### src/verilog/clkdiv_pkg.sv
// Constants, types and register layout of the sample clock controller
package clkdiv_pkg;
  // Register addresses
  localparam logic [8:0] ADDR_POWER  = 9'h008;
  localparam logic [8:0] ADDR_DCS    = 9'h009;
  localparam logic [8:0] ADDR_DIVIDE = 9'h00B;
  localparam logic [8:0] ADDR_SYNC   = 9'h100;
  // Field positions
  localparam int SYNC_EN_BIT    = 1;
  localparam int SYNC_FIRST_BIT = 2;
  localparam int SYNC_ARMED_BIT = 3;
  localparam int DCS_EN_BIT     = 0;
  localparam int DCS_LOCK_BIT   = 1;
  localparam int DIV_LSB        = 0;
  localparam int PWR_LSB        = 0;
  // Reset values
  localparam logic [7:0] SYNC_RESET = 8'h00;
  localparam logic       DCS_RESET  = 1'b0;
  localparam logic [2:0] DIV_RESET  = 3'h0;
  // Timing
  localparam longint SYS_CLK_HZ     = 40_000_000;
  localparam longint DCS_MIN_HZ     = 20_000_000;
  localparam longint DCS_RELOCK_NS  = 5_000;
  localparam int     DCS_RELOCK_CYC =
    int'(DCS_RELOCK_NS * SYS_CLK_HZ / 1_000_000_000);
  localparam int     PD_CNT_W       = 16;
  localparam int     WAKE_SHIFT_FULL = 2;
  localparam int     WAKE_SHIFT_STBY = 4;

  typedef enum logic [1:0] {
    PWR_NORMAL  = 2'b00,
    PWR_FULL    = 2'b01,
    PWR_STANDBY = 2'b10
  } pwr_mode_t;

  typedef enum logic [1:0] {
    ST_RUN  = 2'b00,
    ST_DOWN = 2'b01,
    ST_WAKE = 2'b10
  } pwr_state_t;

  typedef struct packed {
    logic       wr;
    logic       rd;
    logic [8:0] addr;
    logic [7:0] wdata;
  } reg_req_t;

  typedef struct packed {
    logic ref_on;
    logic ref_buf_on;
    logic bias_on;
    logic core_clk_on;
    logic out_oe_n;
  } pwr_ctrl_t;

  typedef struct packed {
    logic [2:0]          sync_s;
    logic                sync_lvl;
    logic [2:0]          pd_s;
    logic                pd_lvl;
    logic [7:0]          sync_ctrl;
    logic                armed;
    logic                duty_cycle_stabiliser;
    logic [2:0]          ratio_m1;
    pwr_mode_t           pwr_mode;
    logic [2:0]          div_cnt;
    logic                conv_clk;
    logic                conv_clk_en;
    logic [7:0]          lock_cnt;
    logic                dcs_locked;
    pwr_state_t          pstate;
    logic                down_stby;
    logic [PD_CNT_W-1:0] pd_time;
    logic [PD_CNT_W-1:0] wake_cnt;
    pwr_ctrl_t           pwr;
    logic                core_ready;
    logic [7:0]          rdata;
  } state_t;
endpackage : clkdiv_pkg

### src/verilog/sample_clock_ctrl.sv
// Sample clock divider, sync realignment, duty stabiliser and power states
// Notes on behaviour
// The conversion clock is the sample clock divided by a ratio of 1 to 8.
// Software should enable the duty stabiliser for ratios other than 1, 2, 4.
// Bits 1 and 2 of divider_sync_control pick realign on every or first sync.
// An accepted sync returns the divider counter to its initial state.
// The sync input is synchronised to the sample clock before use.
// The sync source should drive its pulse synchronous to the sample clock.
// The duty stabiliser keeps the rising edge and makes a half-period high; for odd ratios the code holds it high (ratio + 1) / 2 cycles.
// The duty stabiliser need not run for sample clocks below 20 MHz.
// Software waits 1.5 to 5 us after a clock change before relying on lock.
// Power-down is entered by the power-down pin high or by register.
// While powered down all output drivers are high impedance.
// Driving the power-down pin low returns the block to normal operation.
// Full power-down turns off reference, its buffer, bias and clock.
// Wake-up delay scales with the time spent powered down.
// Register-only standby keeps the reference on for a faster wake-up.
// First-pulse mode disarms after one sync until 0x100 is written again.
`timescale 1ns/10ps
module sample_clock_ctrl
  import clkdiv_pkg::*;
#(
  parameter longint SAMPLE_CLK_HZ = SYS_CLK_HZ,
  parameter int     DIV_MAX       = 8
)
(
  // Clock and reset
  input  wire logic      clk_sys,
  input  wire logic      rst,
  // Register port
  input  wire reg_req_t  reg_req,
  output logic [7:0]     reg_rdata,
  // Pins
  input  wire logic      sync_pin,
  input  wire logic      powerdown_pin,
  // Conversion clock
  output logic           conv_clk,
  output logic           conv_clk_en,
  output logic           dcs_locked,
  // Power control
  output pwr_ctrl_t      pwr,
  output logic           core_ready
);
  localparam logic DCS_USABLE = (SAMPLE_CLK_HZ >= DCS_MIN_HZ);

  if (DIV_MAX != 8 || SAMPLE_CLK_HZ <= 0)
  begin : g_check
    $error("Unsupported divider or clock parameters");
  end

  state_t q;
  state_t d;

  function automatic logic hit(input reg_req_t r, input logic [8:0] a);
    hit = r.wr && (r.addr == a);
  endfunction : hit

  logic                sync_accept;
  logic                pd_req;
  logic                dcs_eff;
  logic [2:0]          half;
  logic                clk_on;
  logic [PD_CNT_W-1:0] wake_load;

  always_comb
  begin
    d = q;
    // Pin synchronisers, level accepted when stages two and three agree
    d.sync_s = {q.sync_s[1:0], sync_pin};
    if (q.sync_s[1] == q.sync_s[2])
    begin
      d.sync_lvl = q.sync_s[2];
    end
    d.pd_s = {q.pd_s[1:0], powerdown_pin};
    if (q.pd_s[1] == q.pd_s[2])
    begin
      d.pd_lvl = q.pd_s[2];
    end
    sync_accept = q.sync_s[1] && q.sync_s[2] && !q.sync_lvl
                  && q.sync_ctrl[SYNC_EN_BIT]
                  && (!q.sync_ctrl[SYNC_FIRST_BIT] || q.armed);
    pd_req  = q.pd_lvl || (q.pwr_mode != PWR_NORMAL);
    dcs_eff = q.duty_cycle_stabiliser && DCS_USABLE;
    clk_on  = q.pwr.core_clk_on;
    // Register writes
    if (hit(reg_req, ADDR_SYNC))
    begin
      d.sync_ctrl = reg_req.wdata;
      d.armed     = 1'b1;
    end
    else if (sync_accept && q.sync_ctrl[SYNC_FIRST_BIT])
    begin
      d.armed = 1'b0;
    end
    if (hit(reg_req, ADDR_DCS))
    begin
      d.duty_cycle_stabiliser = reg_req.wdata[DCS_EN_BIT];
    end
    if (hit(reg_req, ADDR_DIVIDE))
    begin
      d.ratio_m1 = reg_req.wdata[DIV_LSB +: 3];
    end
    if (hit(reg_req, ADDR_POWER))
    begin
      d.pwr_mode = pwr_mode_t'(reg_req.wdata[PWR_LSB +: 2]);
    end
    // Register reads
    d.rdata = 8'h00;
    if (reg_req.rd)
    begin
      case (reg_req.addr)
        ADDR_SYNC:
        begin
          d.rdata = q.sync_ctrl;
          d.rdata[SYNC_ARMED_BIT] = q.armed;
        end
        ADDR_DCS:
        begin
          d.rdata[DCS_EN_BIT]   = q.duty_cycle_stabiliser;
          d.rdata[DCS_LOCK_BIT] = q.dcs_locked;
        end
        ADDR_DIVIDE: d.rdata[DIV_LSB +: 3] = q.ratio_m1;
        ADDR_POWER:  d.rdata[PWR_LSB +: 2] = q.pwr_mode;
        default:     d.rdata = 8'h00;
      endcase
    end
    // Divider
    if (!clk_on || sync_accept)
    begin
      d.div_cnt = 3'h0;
    end
    else if (q.div_cnt >= q.ratio_m1)
    begin
      d.div_cnt = 3'h0;
    end
    else
    begin
      d.div_cnt = q.div_cnt + 3'h1;
    end
    d.conv_clk_en = clk_on && (d.div_cnt == 3'h0);
    half = 3'((4'(q.ratio_m1) + 4'h2) >> 1);
    if (!clk_on)
    begin
      d.conv_clk = 1'b0;
    end
    else if (q.ratio_m1 == 3'h0)
    begin
      d.conv_clk = 1'b1;
    end
    else if (dcs_eff)
    begin
      d.conv_clk = (d.div_cnt < half);
    end
    else
    begin
      d.conv_clk = (d.div_cnt == 3'h0);
    end
    // Stabiliser relock timer restarts on any clock setting change
    if (!dcs_eff || !clk_on || hit(reg_req, ADDR_DIVIDE)
        || hit(reg_req, ADDR_DCS))
    begin
      d.lock_cnt   = 8'h00;
      d.dcs_locked = 1'b0;
    end
    else if (32'(q.lock_cnt) >= DCS_RELOCK_CYC - 1)
    begin
      d.dcs_locked = 1'b1;
    end
    else
    begin
      d.lock_cnt = q.lock_cnt + 8'h01;
    end
    // Power state machine
    wake_load = q.pd_time >> (q.down_stby ? WAKE_SHIFT_STBY
                                          : WAKE_SHIFT_FULL);
    case (q.pstate)
      ST_RUN:
      begin
        if (pd_req)
        begin
          d.pstate    = ST_DOWN;
          d.pd_time   = '0;
          d.down_stby = !q.pd_lvl && (q.pwr_mode == PWR_STANDBY);
        end
      end
      ST_DOWN:
      begin
        d.down_stby = !q.pd_lvl && (q.pwr_mode == PWR_STANDBY);
        if (q.pd_time != '1)
        begin
          d.pd_time = q.pd_time + 1'b1;
        end
        if (!pd_req)
        begin
          d.pstate   = ST_WAKE;
          d.wake_cnt = wake_load;
        end
      end
      ST_WAKE:
      begin
        if (pd_req)
        begin
          d.pstate    = ST_DOWN;
          d.pd_time   = '0;
          d.down_stby = !q.pd_lvl && (q.pwr_mode == PWR_STANDBY);
        end
        else if (q.wake_cnt == '0)
        begin
          d.pstate = ST_RUN;
        end
        else
        begin
          d.wake_cnt = q.wake_cnt - 1'b1;
        end
      end
      default: d.pstate = ST_DOWN;
    endcase
    d.pwr.out_oe_n    = (d.pstate != ST_RUN);
    d.pwr.core_clk_on = (d.pstate != ST_DOWN);
    d.pwr.bias_on     = (d.pstate != ST_DOWN);
    d.pwr.ref_buf_on  = (d.pstate != ST_DOWN);
    d.pwr.ref_on      = (d.pstate != ST_DOWN) || d.down_stby;
    d.core_ready      = (d.pstate == ST_RUN);
  end

  always_ff @(posedge clk_sys)
  begin
    if (rst)
    begin
      q                       <= '0;
      q.sync_ctrl             <= SYNC_RESET;
      q.duty_cycle_stabiliser <= DCS_RESET;
      q.ratio_m1              <= DIV_RESET;
      q.pwr_mode              <= PWR_NORMAL;
      q.pstate                <= ST_RUN;
      q.pwr                   <= '{1'b1, 1'b1, 1'b1, 1'b1, 1'b0};
      q.core_ready            <= 1'b1;
    end
    else
    begin
      q <= d;
    end
  end

  assign reg_rdata   = q.rdata;
  assign conv_clk    = q.conv_clk;
  assign conv_clk_en = q.conv_clk_en;
  assign dcs_locked  = q.dcs_locked;
  assign pwr         = q.pwr;
  assign core_ready  = q.core_ready;
endmodule : sample_clock_ctrl

### config.mk
export PLATFORM = sky130hd
export DESIGN_NAME = sample_clock_ctrl
export DESIGN_NICKNAME = d
export VERILOG_FILES = /design/src/verilog/clkdiv_pkg.sv /design/src/verilog/sample_clock_ctrl.sv
export SDC_FILE = /design/constraint.sdc
export NUM_CORES = 1
export LEC_CHECK = 0
export ABC_AREA = 1
export BUFFER_PORTS_ARGS = -buffer_cell sky130_fd_sc_hd__buf_2
export CAP_MARGIN = 5
export CORE_UTILIZATION = 40
export CTS_BUF_LIST = sky130_fd_sc_hd__clkbuf_16
export DETAILED_ROUTE_END_ITERATION = 8
export SLEW_MARGIN = 20
export SYNTH_ARGS = -nofsm -noshare
export SYNTH_HDL_FRONTEND = slang
export SYNTH_SLANG_ARGS = --single-unit
### constraint.sdc
create_clock -name clk_sys -period 5.2 [get_ports clk_sys]
set_input_delay 0.26 -clock clk_sys [delete_from_list [all_inputs] [get_ports clk_sys]]
set_output_delay 0.26 -clock clk_sys [all_outputs]
set_load 0.02 [all_outputs]
## Yosys cells after proc, flatten, opt, wreduce, memory -nomap -nowiden

Cells that the tools add are included.

- Register bits: 84
- Input port bits: 23
- Output and inout bits: 17
- Logic and storage cells: 113

- Add/subtract/negate cells: 5
- Magnitude comparators: 3
- Equality and inequality tests: 17
- Shift-type cells: 1
- Muxes and demuxes: 21
- Bitwise operators: 3
- Reductions and logical operators: 39

Operators by type and width:

| kind | number |
|---|---|
| $mux 16 | 4 |
| $pmux 17 s3 | 1 |
| $pmux 16 s2 | 1 |
| $eq 9x4->1 const B | 3 |
| $mux 19 | 1 |
| $mux 17 | 1 |
| $add 16x1->16 const B | 1 |
| $logic_not 16->1 | 1 |
| $ne 16x16->1 const B | 1 |
| $shr 16x3->16 | 1 |
| $sub 16x1->16 const B | 1 |
| $ne 2x2->1 const B | 6 |
| $logic_and 1x1->1 | 11 |
| $eq 9x9->1 const B | 1 |
| $mux 3 | 3 |
| $add 8x1->8 const B | 1 |
| $ge 8x8->1 const B | 1 |
| $pmux 2 s4 | 1 |
| $reduce_and 4->1 | 2 |
| $reduce_bool 2->1 | 4 |
| $logic_or 1x1->1 | 7 |
| $logic_not 3->1 | 2 |
| $mux 2 | 3 |
| $pmux 2 s3 | 1 |
| 16 further kinds | 30 |

## Logic depth before layout (Yosys ltp)

- Depth after elaboration: 9
- Depth in mapped cells: 17
- Depth with buffers taken out: 17

## Worst setup path after synthesis

No wires, ideal clock.

- Path type: reg-to-reg
- Start point: register q[67] (netlist name)
- End point: register q (netlist bit conv_clk)
- Setup time: 0.064 ns
- Data arrival time: 1.702 ns
- Data required time: 5.136 ns
- Slack: 3.435 ns
- Stages on the path, launching flop included: 16
- Path buffers: 0
- Clock period less this slack: 1.765 ns
- Path through: dfxtp_1 > inv_1 > ha_1 > nand2_1 > inv_1 > nand2_1 > nand2_1 > inv_1 > nand3_1 > inv_1 > ha_1 > a21oi_1 > nand2_1 > nor2_1 > nor2_1 > nor2_1

RTL lines:

| item | RTL line | RTL |
|---|---|---|
| start: declaration | sample_clock_ctrl.sv:51 | `state_t q;` |

## Worst setup path in the final report

- Start point: register q[48] (netlist name)
- End point: register q[25] (netlist name)

- Cells in the longest elaborated chain, start to end: 3
- Elaborated cells between the ends (all ways): 8
- Classes of those cells: eq/ne (5); mux (1); reduce/logical (2)

Ends and longest elaborated chain:

| item | RTL line | RTL |
|---|---|---|
| $eq 2x2->1 / $eq 2x1->1 (equally long branches) | sample_clock_ctrl.sv:176 | `case (q.pstate)` |
| $ne 2x2->1 (no line) / $reduce_bool 2->1 (equally long branches) | - |  |
| $reduce_and 4->1 (no line) | - |  |

Several ways; a longest one is shown, not always the timed one.
A chain may end at the register's enable or synchronous reset.

==> out/results.txt <==
relative slew slack: 41.65%
Initial Util: 41.45%
critical path type: register to register
Synth top cells by count: nor2_1 (116), nand2_1 (115), inv_1 (84)
total power: 0.001271 W
Port Buf Inserts: 38
Mapped Cells: 629
mean routed wirelength per cell: 12.22 um
Num CTS Buffers: 9
period utilization: 58.33%
DRT iter0 DRCs: 219
clk_lat worst skew: 340 ps
Final ANT Viol Nets: 0
min Tclk post-route: 3033 ps
CTS tree: built
DR pass1 iterations: 5
die area: 11210 um^2
Post-CTS Setup Inserts: 0
Peak supply drop: 137.8 uV
Tot GR Track Use: 18.26%
highest clock rate: 0.3297 GHz
P per Cell Area: 266.7 nW/um^2
hold buffers post-CTS: 0
worst clock skew: 6.690 ps
Slew @ Worst Pin: 874.3 ps
post-placement cell count: 774
CP startpoint kind: register
worst min-delay path category: input port to register
Worst setup EP type: register
leakage power total: 2.119 nW
total gr overflow: 0
wire length of the first global-routing pass: 16280 um
syn nets: 663
ratio of cells with drive above 1 in the final layout: 11.62%
R2R depth: 8
Synth async-reset ratio: 0%
Arr. time, crit path: 3320 ps
synthesized area per cell: 6.865 um^2
max-slew violation count: 0
crit path max fanout: 22
Synth cell types: 44
Core ar.: 10420 um^2
Root Buffer: clkbuf_16
Post-route DRC: 0
Min Hold Slack: 131.0 ps
DP HPWL: 6921 um
status: complete, no violations
Yosys warning total: 0
Longest Clk Path Bufs: 2
ant diodes: 0
top-area cell type share of the netlist area: 38.48%
vias in the first global route: 3465
Fin. Hold Viols: 0
most numerous cell in the Yosys netlist: nor2_1
die width: 105.9 um
Reg clk slew, reported paths: 60 ps
Required @ worst endpoint: 5480 ps
Die Y: 105.9 um
setup TNS: 0 ps
largest net degree at the start of global routing: 37
final setup violation count: 0
Fillers: 1077
fin nets: 683
GP Congestion: 0.8269
Post-synth top flop: dfxtp_1
routed via count: 3886
WHS Path Cells: 3
Layout area overhead: 10.37%
post-synthesis sequential area ratio: 38.48%
Synth area leader: dfxtp_1
H-tree depth: 3
Max Cap Violations: 0
Ports: 40
top post-synthesis cells by area: dfxtp_1 (38%), nor2_1 (10%), nand2_1 (10%)
Post-Syn Area: 4318 um^2
#FFs+latches synth: 83
Vias per Instance: 4.919
CTS sink cnt: 83
cts repair resizes: 0
WL final: 9657 um
row count: 37
initial antenna violation count: 0
fin cells: 790
number of synthesized flops with an enable pin: 0
RSZ-0062 raised after global routing: false
-- worst max-delay path, stage by stage (launching register included) --
cell     delay, ps
dfxtp_1        350
inv_1           90
nor2_2         670
inv_1          410
nand2_1        140
nand3_1        590
nor2_2         500
o21ai_0        150
nand2_1         80
-- worst paths after layout --
kind,slack [ps],to,from
min reg2reg,410,d[81]$_SDFF_PP0_,d[80]$_SDFF_PP0_
max reg2reg,2170,q[25]$_SDFFE_PP0P_,q[48]$_SDFF_PP0_
max,2170,q[25]$_SDFFE_PP0P_,q[48]$_SDFF_PP0_
min,130,d[80]$_SDFF_PP0_,powerdown_pin
-- cell families after synthesis --
family,Yosys count,synth area share (%)
AOI/OAI and AO/OA,105,13.88
xor gates and xnor gates,12,2.434
adders and majority gates,11,3.187
buffers and inverters,117,11.94
DFF,83,38.48
muxes,1,0.2318
and+or+nand+nor,300,29.85
-- per-layer routing --
metal	vias up	wire [um]	GRT usage, %
met3	11	448	3.433
met1	1741	4722	24.99
met2	90	4356	27.87
met4	0	129	8.135
li1	2044	-	-
met5	-	0	0
-- registers in the layout (all words and copies together) (netlist names), 2 cells and up --
name       count
q             63
d              4
reg_rdata      8
pwr            2
-- report_power, final --
part           switching, W  internal (W)
logic             0.0000279     0.0000141
registers        0.00000188      0.000640
clock network      0.000266      0.000322
total              0.000296      0.000975
-- area by class of cell --
class	instances	area, um^2	share of cell area [%]
clock buffers	9	225.2	4.726
clock inverters	7	45.04	0.9451
inverters	88	332.8	6.983
multi-input cells	429	2141	44.92
flip-flops and latches	83	1662	34.86
well taps	136	170.2	3.570
repair buffers	38	190.2	3.991
-- metrics by stage --
step                cell area, um^2  util [%]  setup WS [ps]
floorplan                      4318         -           3435
global placement               4496     43.16           2222
detailed placement             4496     43.16           2162
CTS                            4766     45.75           2158
global route                   4766     45.75           1797
finish                         4766     45.75           2167
-- layout by cell type (no fill, tap or decap), drive strengths merged, types with 3 or more instances in the layout --
master	n
a211oi	7
a21oi	37
buf	38
clkbuf	9
clkinv	4
dfxtp	83
ha	11
inv	89
nand2	118
nand3	28
nand4	11
nor2	122
nor3	14
o211ai	3
o21ai	46
o22ai	3
xnor2	3
xor2	9
Note: power is estimated with default switching activity, not from simulation.
